<file path="config.mk">
export PLATFORM = sky130hd
export DESIGN_NAME = timer_pwm_pulse_capture
export DESIGN_NICKNAME = d
export VERILOG_FILES = /design/src/verilog/timer_pkg.sv /design/src/verilog/edge_detect.sv /design/src/verilog/pwm_channel.sv /design/src/verilog/timer_pwm_pulse_capture.sv
export VERILOG_INCLUDE_DIRS = /design/src /design/src/verilog
export SDC_FILE = /design/constraint.sdc
export NUM_CORES = 1
export LEC_CHECK = 0
export CORE_MARGIN = 2
export CORE_UTILIZATION = 66
export DETAILED_ROUTE_END_ITERATION = 12
export DONT_BUFFER_PORTS = 1
export HOLD_SLACK_MARGIN = 0.15
export PLACE_DENSITY = 0.84
export SETUP_SLACK_MARGIN = 0.3
export SLEW_MARGIN = 15
export SYNTH_ARGS = -nofsm -noshare
export SYNTH_HDL_FRONTEND = slang
export SYNTH_SLANG_ARGS = --single-unit
</file>
<file path="constraint.sdc">
create_clock -name clk_sys -period 4.6 [get_ports clk_sys]
set_input_delay 1.15 -clock clk_sys [delete_from_list [all_inputs] [get_ports clk_sys]]
set_output_delay 1.15 -clock clk_sys [all_outputs]
set_load 0.02 [all_outputs]
</file>
<file path="src/verilog/timer_cfg.svh">
// Constants for the enhanced timer channel: widths, field codes and count limits.
`ifndef TIMER_CFG_SVH
`define TIMER_CFG_SVH

// ***********************************************************************
// Widths
// ***********************************************************************
`define CNT_W            10
`define CODE_W           3
`define PERIOD_SHIFT     7

// ***********************************************************************
// Count limits
// ***********************************************************************
`define CNT_ZERO         10'h000
`define CNT_ONE          10'h001
`define CNT_MAX          10'h3ff
`define PERIOD_STEP_PAD  7'h00
`define CODE_MAX_RANGE   3'h0

// ***********************************************************************
// Channel mode select codes
// ***********************************************************************
`define MODE_CAPTURE     2'h1
`define MODE_PWM_PULSE   2'h2

// ***********************************************************************
// Output action codes
// ***********************************************************************
`define ACT_FORCE_OFF    2'h0
`define ACT_FORCE_ON     2'h1
`define ACT_PWM          2'h2
`define ACT_PULSE        2'h3
`define CAP_RISE         2'h0
`define CAP_FALL         2'h1
`define CAP_BOTH         2'h2
`define CAP_NONE         2'h3

// ***********************************************************************
// Alignment select code
// ***********************************************************************
`define ALIGN_CENTRE     2'h3

`endif

</file>
<file path="src/verilog/timer_pkg.sv">
// Types shared by the enhanced timer channel modules.
package timer_pkg;

   // Per-channel configuration.
   typedef struct packed {
      logic [1:0] mode_select;
      logic [1:0] output_action;
      logic       initial_state;
      logic       polarity;
      logic       output_enable;
   } channel_cfg_t;

   // Controls common to both channels.
   typedef struct packed {
      logic       counter_clear_select;
      logic [1:0] pwm_alignment_select;
      logic       trigger_falling;
   } timer_ctrl_t;

   // One-cycle event pulses towards the interrupt logic.
   typedef struct packed {
      logic compare_a;
      logic compare_b;
      logic period;
   } timer_event_t;

   // Operating mode, one-hot.
   typedef enum logic [4:0] {
      OP_TIMER    = 5'b00001,
      OP_PWM_EDGE = 5'b00010,
      OP_PWM_CTR  = 5'b00100,
      OP_PULSE    = 5'b01000,
      OP_CAPTURE  = 5'b10000
   } op_mode_t;

endpackage : timer_pkg

</file>
<file path="src/verilog/edge_detect.sv">
// Selectable edge detector for the trigger and capture pins.
`timescale 1ns/10ps
`include "timer_cfg.svh"
module edge_detect (
   input  wire logic       clk_sys,
   input  wire logic       rst,
   input  wire logic       ce,
   input  wire logic       sig,
   input  wire logic [1:0] edge_select,
   output logic            hit
);
   logic sig_q;
   logic next_sig_q;

   always_comb
   begin
      next_sig_q = sig;
      case (edge_select)
         `CAP_RISE: hit = sig & ~sig_q;
         `CAP_FALL: hit = ~sig & sig_q;
         `CAP_BOTH: hit = sig ^ sig_q;
         default:   hit = 1'b0;
      endcase
   end

   always_ff @(posedge clk_sys or posedge rst)
   begin
      if (rst)
         sig_q <= 1'b0;
      else if (ce)
         sig_q <= next_sig_q;
   end
endmodule : edge_detect

</file>
<file path="src/verilog/pwm_channel.sv">
// Duty comparator and registered pin driver of one timer channel.
`timescale 1ns/10ps
`include "timer_cfg.svh"
module pwm_channel (
   input  wire logic                     clk_sys,
   input  wire logic                     rst,
   input  wire logic                     ce,
   input  timer_pkg::channel_cfg_t       cfg,
   input  timer_pkg::op_mode_t           mode,
   input  wire logic [`CNT_W-1:0]        count,
   input  wire logic [`CNT_W-1:0]        duty,
   input  wire logic [`CNT_W-1:0]        limit,
   input  wire logic                     pulse_level,
   input  wire logic                     force_off,
   output logic                          pin_out,
   output logic                          pin_oe
);
   import timer_pkg::*;

   logic full;
   logic pwm_level;
   logic level;
   logic drive;
   logic next_pin_out;
   logic next_pin_oe;

   always_comb
   begin
      // Centre mode peaks once per period, so a duty equal to the peak is full.
      full = (mode == OP_PWM_CTR) ? (duty >= limit) : (duty > limit);
      pwm_level = full | (count < duty);
      level = 1'b0;
      drive = 1'b0;
      case (mode)
         OP_PWM_EDGE, OP_PWM_CTR:
         begin
            drive = 1'b1;
            case (cfg.output_action)
               `ACT_FORCE_OFF: level = 1'b0;
               `ACT_FORCE_ON:  level = 1'b1;
               default:        level = pwm_level;
            endcase
         end
         OP_PULSE:
         begin
            drive = 1'b1;
            level = pulse_level;
         end
         default:
         begin
            drive = 1'b0;
            level = 1'b0;
         end
      endcase
      next_pin_oe = drive & cfg.output_enable & ~force_off;
      next_pin_out = drive & ((level ? cfg.initial_state : ~cfg.initial_state) ^ cfg.polarity);
   end

   always_ff @(posedge clk_sys or posedge rst)
   begin
      if (rst)
      begin
         pin_out <= 1'b0;
         pin_oe <= 1'b0;
      end
      else if (ce)
      begin
         pin_out <= next_pin_out;
         pin_oe <= next_pin_oe;
      end
   end
endmodule : pwm_channel

</file>
<file path="src/verilog/timer_pwm_pulse_capture.sv">
// Enhanced timer channel pair: PWM, single pulse and input capture.
//
// Contract
// - Centre PWM, clear-select low: period 256 per code step, code 000 gives 2046.
// - Centre PWM duty of each channel is twice its compare value minus one.
// - Centre PWM, clear-select high: period is twice compare A.
// - Output action 00 or 01 forces the pin; internal PWM keeps running.
// - Clear-select low: period code clears counter, A and B set duties.
// - Clear-select high: compare A sets period, B duty; A pin stays undriven.
// - Alignment select 11 selects centre-aligned PWM.
// - Centre PWM raises the period event when the down count reaches zero.
// - In pulse mode a run bit rise starts counting and raises pulse A.
// - In pulse mode a compare B match raises pulse B.
// - In pulse mode a trigger pin active edge sets the run bit.
// - Compare A match or software clear drops the run bit, ending both pulses.
// - Pulse B width is compare A minus compare B; pulse A width is compare A plus one.
// - Pulse mode raises compare A and compare B events on matches.
// - Pulse mode resets the counter only on run rise; period code unused.
// - Capture latches the counter into compare A or B and raises an event.
// - Capture edge is rising, falling or both; action 11 disables capture.
// - Capture counter free-runs, period match wraps it with an event.
// - Pin transitions capture even when the pin is driven as an output.
// - Capture mode ignores clear-select, initial state and polarity bits.
// - A duty at or above the period holds that output fully active.
`timescale 1ns/10ps
`include "timer_cfg.svh"
module timer_pwm_pulse_capture (
   input  wire logic                     clk_sys,
   input  wire logic                     rst,
   input  wire logic                     ce,
   input  timer_pkg::timer_ctrl_t        ctrl,
   input  timer_pkg::channel_cfg_t       cfg_a,
   input  timer_pkg::channel_cfg_t       cfg_b,
   input  wire logic [`CODE_W-1:0]       period_code_register,
   input  wire logic                     run_set,
   input  wire logic                     run_clear,
   input  wire logic                     compare_a_load,
   input  wire logic                     compare_b_load,
   input  wire logic [`CNT_W-1:0]        compare_load_value,
   input  wire logic                     external_trigger_input,
   input  wire logic                     channel_a_pin_in,
   input  wire logic                     channel_b_pin_in,
   output logic                          channel_a_pin_out,
   output logic                          channel_a_pin_oe,
   output logic                          channel_b_pin_out,
   output logic                          channel_b_pin_oe,
   output logic                          counter_run_bit,
   output logic [`CNT_W-1:0]             counter_value,
   output logic [`CNT_W-1:0]             compare_a_register,
   output logic [`CNT_W-1:0]             compare_b_register,
   output timer_pkg::timer_event_t       events,
   output timer_pkg::op_mode_t           mode
);
   import timer_pkg::*;

   // ***********************************************************************
   // Helpers
   // ***********************************************************************
   // Top count for a period code; centre mode counts to the half period.
   function automatic logic [`CNT_W-1:0] period_limit(input logic [`CODE_W-1:0] code,
                                                      input logic               centre);
      logic [`CNT_W-1:0] base;
      base = {code, `PERIOD_STEP_PAD};
      if (code == `CODE_MAX_RANGE)
         period_limit = `CNT_MAX;
      else if (centre)
         period_limit = base;
      else
         period_limit = base - `CNT_ONE;
   endfunction : period_limit

   // ***********************************************************************
   // Declarations
   // ***********************************************************************
   op_mode_t          next_mode;
   logic              down;
   logic              next_down;
   logic              next_run;
   logic [`CNT_W-1:0] next_cnt;
   logic [`CNT_W-1:0] next_compare_a_register;
   logic [`CNT_W-1:0] next_compare_b_register;
   logic              pulse_b;
   logic              next_pulse_b;
   timer_event_t      next_events;
   logic [`CNT_W-1:0] limit;
   logic              match_a;
   logic              match_b;
   logic              wrap;
   logic              start;
   logic              trig_hit;
   logic              cap_a_hit;
   logic              cap_b_hit;
   logic              cap_a;
   logic              cap_b;
   logic              hold_a_pin;

   // ***********************************************************************
   // Mode decode
   // ***********************************************************************
   always_comb
   begin
      if (cfg_a.mode_select == `MODE_CAPTURE && cfg_b.mode_select == `MODE_CAPTURE)
         next_mode = OP_CAPTURE;
      else if (cfg_a.mode_select == `MODE_PWM_PULSE && cfg_b.mode_select == `MODE_PWM_PULSE
               && cfg_a.output_action == `ACT_PULSE && cfg_b.output_action == `ACT_PULSE)
         next_mode = OP_PULSE;
      else if (cfg_a.mode_select == `MODE_PWM_PULSE || cfg_b.mode_select == `MODE_PWM_PULSE)
         next_mode = (ctrl.pwm_alignment_select == `ALIGN_CENTRE) ? OP_PWM_CTR
                                                                  : OP_PWM_EDGE;
      else
         next_mode = OP_TIMER;
   end

   always_ff @(posedge clk_sys or posedge rst)
   begin
      if (rst)
         mode <= OP_TIMER;
      else if (ce)
         mode <= next_mode;
   end

   // ***********************************************************************
   // Pin edge detectors
   // ***********************************************************************
   edge_detect u_trigger (
      .clk_sys     (clk_sys),
      .rst         (rst),
      .ce          (ce),
      .sig         (external_trigger_input),
      .edge_select ({1'b0, ctrl.trigger_falling}),
      .hit         (trig_hit)
   );

   // Capture reads the pin level itself, whoever drives it.
   edge_detect u_capture_a (
      .clk_sys     (clk_sys),
      .rst         (rst),
      .ce          (ce),
      .sig         (channel_a_pin_in),
      .edge_select (cfg_a.output_action),
      .hit         (cap_a_hit)
   );

   edge_detect u_capture_b (
      .clk_sys     (clk_sys),
      .rst         (rst),
      .ce          (ce),
      .sig         (channel_b_pin_in),
      .edge_select (cfg_b.output_action),
      .hit         (cap_b_hit)
   );

   // ***********************************************************************
   // Counter, run bit and events
   // ***********************************************************************
   always_comb
   begin
      // Outside capture mode, clear-select picks compare A or the period code as period source.
      case (mode)
         OP_PWM_CTR:
            limit = ctrl.counter_clear_select ? compare_a_register
                                              : period_limit(period_code_register, 1'b1);
         OP_CAPTURE:
            limit = period_limit(period_code_register, 1'b0);
         default:
            limit = ctrl.counter_clear_select ? compare_a_register - `CNT_ONE
                                              : period_limit(period_code_register, 1'b0);
      endcase
      match_a = counter_value == compare_a_register;
      match_b = counter_value == compare_b_register;
      wrap = counter_value >= limit;
      cap_a = (mode == OP_CAPTURE) & cap_a_hit;
      cap_b = (mode == OP_CAPTURE) & cap_b_hit;

      // Setting the run bit wins over any clear in the same cycle.
      next_run = counter_run_bit;
      if (run_set || (mode == OP_PULSE && trig_hit))
         next_run = 1'b1;
      else if (run_clear || (mode == OP_PULSE && counter_run_bit && match_a))
         next_run = 1'b0;
      start = next_run & ~counter_run_bit;

      next_cnt = counter_value;
      next_down = down;
      next_events = '0;
      if (start)
      begin
         next_cnt = `CNT_ZERO;
         next_down = 1'b0;
      end
      else if (counter_run_bit)
      begin
         case (mode)
            OP_PWM_CTR:
            begin
               if (down)
               begin
                  if (counter_value == `CNT_ONE)
                  begin
                     next_cnt = `CNT_ZERO;
                     next_down = 1'b0;
                     next_events.period = 1'b1;
                  end
                  else if (counter_value != `CNT_ZERO)
                     next_cnt = counter_value - `CNT_ONE;
               end
               else if (wrap)
               begin
                  if (limit != `CNT_ZERO)
                  begin
                     next_cnt = counter_value - `CNT_ONE;
                     next_down = 1'b1;
                  end
               end
               else
                  next_cnt = counter_value + `CNT_ONE;
               next_events.compare_a = match_a;
               next_events.compare_b = match_b;
            end
            OP_PULSE:
            begin
               next_cnt = counter_value + `CNT_ONE;
               next_events.compare_a = match_a;
               next_events.compare_b = match_b;
            end
            OP_CAPTURE:
            begin
               next_cnt = wrap ? `CNT_ZERO : counter_value + `CNT_ONE;
               next_events.period = wrap;
            end
            default:
            begin
               next_cnt = wrap ? `CNT_ZERO : counter_value + `CNT_ONE;
               next_events.period = wrap & ~ctrl.counter_clear_select;
               next_events.compare_a = match_a;
               next_events.compare_b = match_b;
            end
         endcase
      end
      // Capture events do not depend on the run bit.
      if (cap_a)
         next_events.compare_a = 1'b1;
      if (cap_b)
         next_events.compare_b = 1'b1;
   end

   always_ff @(posedge clk_sys or posedge rst)
   begin
      if (rst)
      begin
         counter_run_bit <= 1'b0;
         counter_value <= `CNT_ZERO;
         down <= 1'b0;
         events <= '0;
      end
      else if (ce)
      begin
         counter_run_bit <= next_run;
         counter_value <= next_cnt;
         down <= next_down;
         events <= next_events;
      end
   end

   // ***********************************************************************
   // Compare registers
   // ***********************************************************************
   always_comb
   begin
      next_compare_a_register = compare_a_register;
      next_compare_b_register = compare_b_register;
      // A capture overrides a software load in the same cycle.
      if (cap_a)
         next_compare_a_register = counter_value;
      else if (compare_a_load)
         next_compare_a_register = compare_load_value;
      if (cap_b)
         next_compare_b_register = counter_value;
      else if (compare_b_load)
         next_compare_b_register = compare_load_value;
   end

   always_ff @(posedge clk_sys or posedge rst)
   begin
      if (rst)
      begin
         compare_a_register <= `CNT_ZERO;
         compare_b_register <= `CNT_ZERO;
      end
      else if (ce)
      begin
         compare_a_register <= next_compare_a_register;
         compare_b_register <= next_compare_b_register;
      end
   end

   // ***********************************************************************
   // Single pulse channel B state
   // ***********************************************************************
   always_comb
   begin
      // Pulse B rises at the B match and falls with the run bit.
      next_pulse_b = (mode == OP_PULSE) & next_run & ~start
                     & (pulse_b | match_b);
      hold_a_pin = (mode == OP_PWM_EDGE || mode == OP_PWM_CTR)
                   & ctrl.counter_clear_select;
   end

   always_ff @(posedge clk_sys or posedge rst)
   begin
      if (rst)
         pulse_b <= 1'b0;
      else if (ce)
         pulse_b <= next_pulse_b;
   end

   // ***********************************************************************
   // Channel outputs
   // ***********************************************************************
   pwm_channel u_chan_a (
      .clk_sys     (clk_sys),
      .rst         (rst),
      .ce          (ce),
      .cfg         (cfg_a),
      .mode        (mode),
      .count       (counter_value),
      .duty        (compare_a_register),
      .limit       (limit),
      .pulse_level (next_run),
      .force_off   (hold_a_pin),
      .pin_out     (channel_a_pin_out),
      .pin_oe      (channel_a_pin_oe)
   );

   pwm_channel u_chan_b (
      .clk_sys     (clk_sys),
      .rst         (rst),
      .ce          (ce),
      .cfg         (cfg_b),
      .mode        (mode),
      .count       (counter_value),
      .duty        (compare_b_register),
      .limit       (limit),
      .pulse_level (next_pulse_b),
      .force_off   (1'b0),
      .pin_out     (channel_b_pin_out),
      .pin_oe      (channel_b_pin_oe)
   );

endmodule : timer_pwm_pulse_capture
</file>
; After elaboration in Yosys (flattened, before gate mapping)
; Cells that the tools add are included.
[op_classes]
addsub = 4
magnitude_cmp = 7
muxes = 51
n_eq_ne = 20
n_bitwise = 38
reduce_logical = 27
[op_table]
columns = cell, n
row1 = 10-bit 2-to-1 mux, 16
row2 = 10-bit one-hot mux with 2 select lines, 2
row3 = 10-bit >= comparator, 3
row4 = "10-bit by 1-bit subtractor with 10-bit output, second input constant", 3
row5 = 10-bit == test, 2
row6 = 10-bit > comparator, 2
row7 = 10-bit < comparator, 2
row8 = 10-bit nonzero test, 2
row9 = 1-bit AND, 19
row10 = 1-bit 2-to-1 mux, 18
row11 = "2-bit == test, second input constant", 7
row12 = 3-bit 2-to-1 mux, 4
row13 = 1-bit inverter, 12
row14 = "10-bit by 1-bit adder with 10-bit output, second input constant", 1
row15 = "10-bit by 1-bit == test with 1-bit output, second input constant", 1
row16 = "5-bit inequality test, second input constant", 2
row17 = 1-bit one-hot mux with 2 select lines, 5
row18 = 1-bit one-hot mux with 3 select lines, 3
row19 = "2-bit by 1-bit == test with 1-bit output, second input constant", 4
row20 = 2-bit nonzero test, 4
row21 = 1-bit logical AND, 7
row22 = 2-bit logical NOT, 3
row23 = "5-bit by 2-bit == test with 1-bit output, second input constant", 1
row24 = "5-bit by 3-bit == test with 1-bit output, second input constant", 1
row25 = 14 further kinds, 23
[word_totals]
out_inout_bits = 43
wordCells = 164
reg_bits = 48

; Logic depth before layout (Yosys ltp)
[logic_depth]
word_depth = 14
mapped_depth = 19

; Hierarchy
; From an unflattened synthesis, not the netlist that was laid out.
[unflattened]
hier_cells = 709
area_unflattened_um2 = 5504.0
[modules_own_cells]
columns = module, area_per_inst_um2, cells_each, seq_area_each_um2, instances
row1 = timer_pwm_pulse_capture, 3860.0, 492, 1027.2, 1
row2 = pwm_channel, 683.2, 92, 50.0, 2
row3 = edge_detect, 92.6, 11, 25.0, 3

; Worst setup path before layout
; Ideal clock, no wire load.
[synth_path]
path_kind = input to register
start = input period_code_register[0]
end = register counter_value[9]
n_path_buf = 0
path_slack_ns = 0.109
arrival_ns = 4.370
required_ns = 4.478
cell_stages = 15
cell_sequence = inv_1 -> ha_1 -> nand2b_1 -> and4_2 -> a311oi_1 -> ha_1 -> nand2b_1 -> a21oi_1 -> a2111o_1 -> o31ai_1 -> o22a_1 -> o21a_1 -> nor2_1 -> a211o_1 -> a32o_1
[synth_between]
elab_chain_len = 10
word_cells_on_any_way = 17
classes_between = add/sub: 1 / order compare: 1 / eq/ne: 1 / mux: 11 / reduce/logical: 3
[synth_lines]
columns = element, line_no
row1 = "start, declared", timer_pwm_pulse_capture.sv:34  ; input wire logic [`CODE_W-1:0] period_code_register,
row2 = 10-bit by 1-bit subtractor with 10-bit output (no line) / 3-bit logical NOT (equally long branches), -
row3 = 10-bit 2-to-1 mux, timer_pwm_pulse_capture.sv:64  ; if (code == `CODE_MAX_RANGE)
row4 = "10-bit 2-to-1 mux, on equally long branches", "timer_pwm_pulse_capture.sv:166, timer_pwm_pulse_capture.sv:161"
row5 = 10-bit one-hot mux with 2 select lines (*), timer_pwm_pulse_capture.sv:159  ; case (mode)
row6 = 10-bit >= comparator, timer_pwm_pulse_capture.sv:171  ; wrap = counter_value >= limit;
row7 = 10-bit 2-to-1 mux, timer_pwm_pulse_capture.sv:207  ; else if (wrap)
row8 = 10-bit 2-to-1 mux, timer_pwm_pulse_capture.sv:196  ; if (down)
row9 = 10-bit one-hot mux with 2 select lines, timer_pwm_pulse_capture.sv:193  ; case (mode)
row10 = 10-bit 2-to-1 mux, timer_pwm_pulse_capture.sv:191  ; else if (counter_run_bit)
row11 = 10-bit 2-to-1 mux, timer_pwm_pulse_capture.sv:186  ; if (start)
row12 = "end signal, assigned", timer_pwm_pulse_capture.sv:252  ; counter_value <= `CNT_ZERO;
row13 = "end signal, assigned", timer_pwm_pulse_capture.sv:259  ; counter_value <= next_cnt;
row14 = "end, declared", timer_pwm_pulse_capture.sv:48  ; output logic [`CNT_W-1:0] counter_value,
; Every way passes the cells marked *; elsewhere a longest branch is shown, timed or not. The select of a mux whose other input is x is not followed.
; A chain may end at the register's enable or synchronous reset.

; Final worst setup path
[layout_path]
start = register compare_a_register[0]
end = register counter_value[3]
[layout_between]
elab_chain_len = 9
word_cells_on_any_way = 22
classes_between = add/sub: 1 / order compare: 1 / eq/ne: 3 / mux: 11 / bitwise: 1 / reduce/logical: 5
[layout_lines]
columns = element, line_no
row1 = "start, declared", timer_pwm_pulse_capture.sv:49  ; output logic [`CNT_W-1:0] compare_a_register,
row2 = "start signal, assigned", timer_pwm_pulse_capture.sv:287  ; compare_a_register <= `CNT_ZERO;
row3 = "start signal, assigned", timer_pwm_pulse_capture.sv:292  ; compare_a_register <= next_compare_a_register;
row4 = 10-bit by 1-bit subtractor with 10-bit output (no line), -
row5 = 10-bit 2-to-1 mux, timer_pwm_pulse_capture.sv:166  ; limit = ctrl.counter_clear_select ? compare_a_register - `CNT_ONE
row6 = 10-bit one-hot mux with 2 select lines, timer_pwm_pulse_capture.sv:159
row7 = 10-bit >= comparator, timer_pwm_pulse_capture.sv:171
row8 = 10-bit 2-to-1 mux, timer_pwm_pulse_capture.sv:207
row9 = 10-bit 2-to-1 mux, timer_pwm_pulse_capture.sv:196
row10 = 10-bit one-hot mux with 2 select lines, timer_pwm_pulse_capture.sv:193
row11 = 10-bit 2-to-1 mux, timer_pwm_pulse_capture.sv:191
row12 = 10-bit 2-to-1 mux, timer_pwm_pulse_capture.sv:186
; Several ways; a longest one is shown, not always the timed one. The select of a mux whose other input is x is not followed.

==> metrics.txt <==
die width=89.6 microns; DR pass1 iterations=6; type of origin of the critical path=register; Worst Hold Slack=517 ps; run status=completed; Min-Delay Path Class=register to register; WP depth=17; Post-DP Area=5010 sq um; fmax=239 MHz; Core Region=7180 sq um; fin cells=701; Worst Max-Slew Pin Slew=1040 ps; Tcrit/Tclk final=0.909; post-route ant nets=0; hold buffers post-CTS=0; vias per inst=6.96; full die area=8020 sq um; crit-path leading delay family=compound AO/OA/AOI/OAI gates; power consumption=1.69 mW; WL final=15800 microns; PD cells=319 nW/um^2; critical path peak fanout=7; initial antenna violation count=0; Core Rows=31; DPL Wire Length=12000 microns; CTS buffer count=5; mapped cell area=4830 sq um; relative slew slack=0.309; total grt overflow=0; post-synth cell types=82; cells along the critical path=buf_6 -> or4_4 -> or3_4 -> o22ai_2 -> nor2_2 -> nand2_1 -> nand2_2 -> ha_4 -> nand3_4 -> a2111o_1 -> o31ai_4 -> o22a_1 -> buf_4 -> nor3_1 -> a21o_1 -> a211o_1 -> a22o_2; endpoints failing setup=0; maximum VDD drop=0.283 mV; CTS tree=built; slowest CP cell=or4_4; CP bufs+invs=2; Max-Cap Viols=0; sequential share of the synthesized area=0.249; Finished Core Util=0.738; Post-synth EDFFs=0; Pleak=2.49 nW; Max Root-Sink Buffers=2; Worst Hold Depth=1; Synth area leader=dfrtp_1; NumNets Final=701; initial core utilization=0.673; top_reg_cell synth=dfrtp_1; #FFs+latches synth=48; largest net degree at the start of global routing=49; Final min period=4180 ps; yosys warns=0; post-synth top area share=0.243; Mapped Nets=694; diode count=0; Starting DRT DRC Count=486; most frequent cells in the layout=nor2_1, ha_1, a21oi_1; share of layout cells above drive strength 1=0.159; input/output buffers=0; Synth area leaders=dfrtp_1, ha_1, a21oi_1; Layout area overhead=9.58%; per-cell routed wire length=22.6 microns; DRC Markers=0; clk_skew=7.84 ps; clock tree root buffer cell=clkbuf_8; DIE HEIGHT=89.6 microns; H-tree levels=2; unrepaired setup endpoints after global routing=no; Clk pin slew, worst setup/hold paths=100 ps; final hold violations=0; slowest stage delay, CP=570 ps; Worst EP required=4800 ps; WP data arrival=4380 ps; total number of vias=4880; clock latency on the worst-skew pair=310 ps; syn_area_per_cell=8.13 sq um; max-slew violations=0; number of global-route vias before repair=4557; Worst Setup Path Type=register to register; RePlAce Congestion=1.01; Post-Syn Instances=594; gr usage total=0.404; FFs w/ async S/R, synth=1.00; reg2reg path depth=17; Worst Setup End Kind=register; global-route wire length before repair=24400 microns; # IOs=84; Placed Instances=689; Clock Sinks=48; Final Instance Area=5300 sq um
through the flow:
stage | setup WS [ps] | setup TNS (ps)
after global placement | 93.2 | 0
final | 420 | 0
after floorplan | 284 | 0
after global routing | 294 | 0
after detailed placement | -6.53 | -6.53
after CTS | 333 | 0
routing by layer:
layer | part of all wire | vias to the layer above | GRT usage | routed length (microns)
li1 | - | 2208 | - | -
met1 | 0.40 | 2264 | 0.562 | 6290
met2 | 0.44 | 344 | 0.598 | 7020
met3 | 0.11 | 64 | 0.0942 | 1740
met4 | 0.049 | 0 | 0.178 | 780
met5 | 0 | - | 0 | 0
layout make-up:
cell class / instances / area (sq um)
Multi-Input combinational cell: 469 / 3420
Fill cell: 567 / 1880
Sequential cell: 48 / 1200
Timing Repair Buffer: 31 / 236
Inverter: 46 / 173
Tap cell: 99 / 124
Clock buffer: 5 / 68.8
Clock inverter: 3 / 68.8
kinds of logic (layout without fill, tap and decap cells):
family / count (synthesis) / after routing / synth area share
AO/OA/AOI/OAI: 197 / 197 / 0.279
flip-flops: 48 / 48 / 0.249
XOR/XNOR: 17 / 17 / 0.0308
AND/OR/NAND/NOR: 188 / 188 / 0.202
multiplexers: 7 / 7 / 0.0153
adder cells (fa/ha/maj): 60 / 60 / 0.155
buffers and inverters: 77 / 85 / 0.0689
report_power, final:
part | total (mW) | switching, mW | internal, mW
registers | 0.589 | 0.121 | 0.468
clock network | 0.386 | 0.167 | 0.219
logic | 0.713 | 0.428 | 0.286
total | 1.69 | 0.716 | 0.972
state kept, by name, summed over array words and instances, names as in the netlist:
register            cells
compare_a_register     10
compare_b_register     10
counter_run_bit         1
counter_value          10
down                    1
events                  3
mode                    5
pulse_b                 1
u_capture_a.sig_q       1
u_capture_b.sig_q       1
u_chan_a.pin_oe         1
u_chan_a.pin_out        1
u_chan_b.pin_oe         1
u_chan_b.pin_out        1
u_trigger.sig_q         1
synthesized netlist by cell type (5+ instances only):
cell type,number
a22o_2,5
nand4_1,9
nor2_1,57
ha_1,59
dfrtp_1,47
xnor2_1,10
nand3_1,17
o21ai_0,29
xor2_1,7
o21a_1,5
nor2b_1,6
nand2b_1,8
o2bb2ai_1,5
clkbuf_1,16
o22ai_1,26
nand2_1,38
a21o_1,11
buf_2,5
o31ai_1,5
a31oi_1,6
a21oi_1,51
inv_1,46
or3_1,7
nor3_1,11
worst paths after layout:
path / startpoint / end / slack [ps]
max reg2reg: compare_a_register[0] / counter_value[3] / 420
min reg2reg: pulse_b / pulse_b / 520
min in group asynchronous: rst / u_capture_b.sig_q / 960
max in group asynchronous: rst / compare_a_register[1] / 2930
min: pulse_b / pulse_b / 520
max: compare_a_register[0] / counter_value[3] / 420
what timing repair did:
action                                  in CTS  in global routing
pin swaps                                    1                 10
buffers inserted                             0                  4
endpoints found under the setup margin      10                 12
gates resized for setup                      8                 22
No activity file was read; power rests on OpenSTA's default activity.
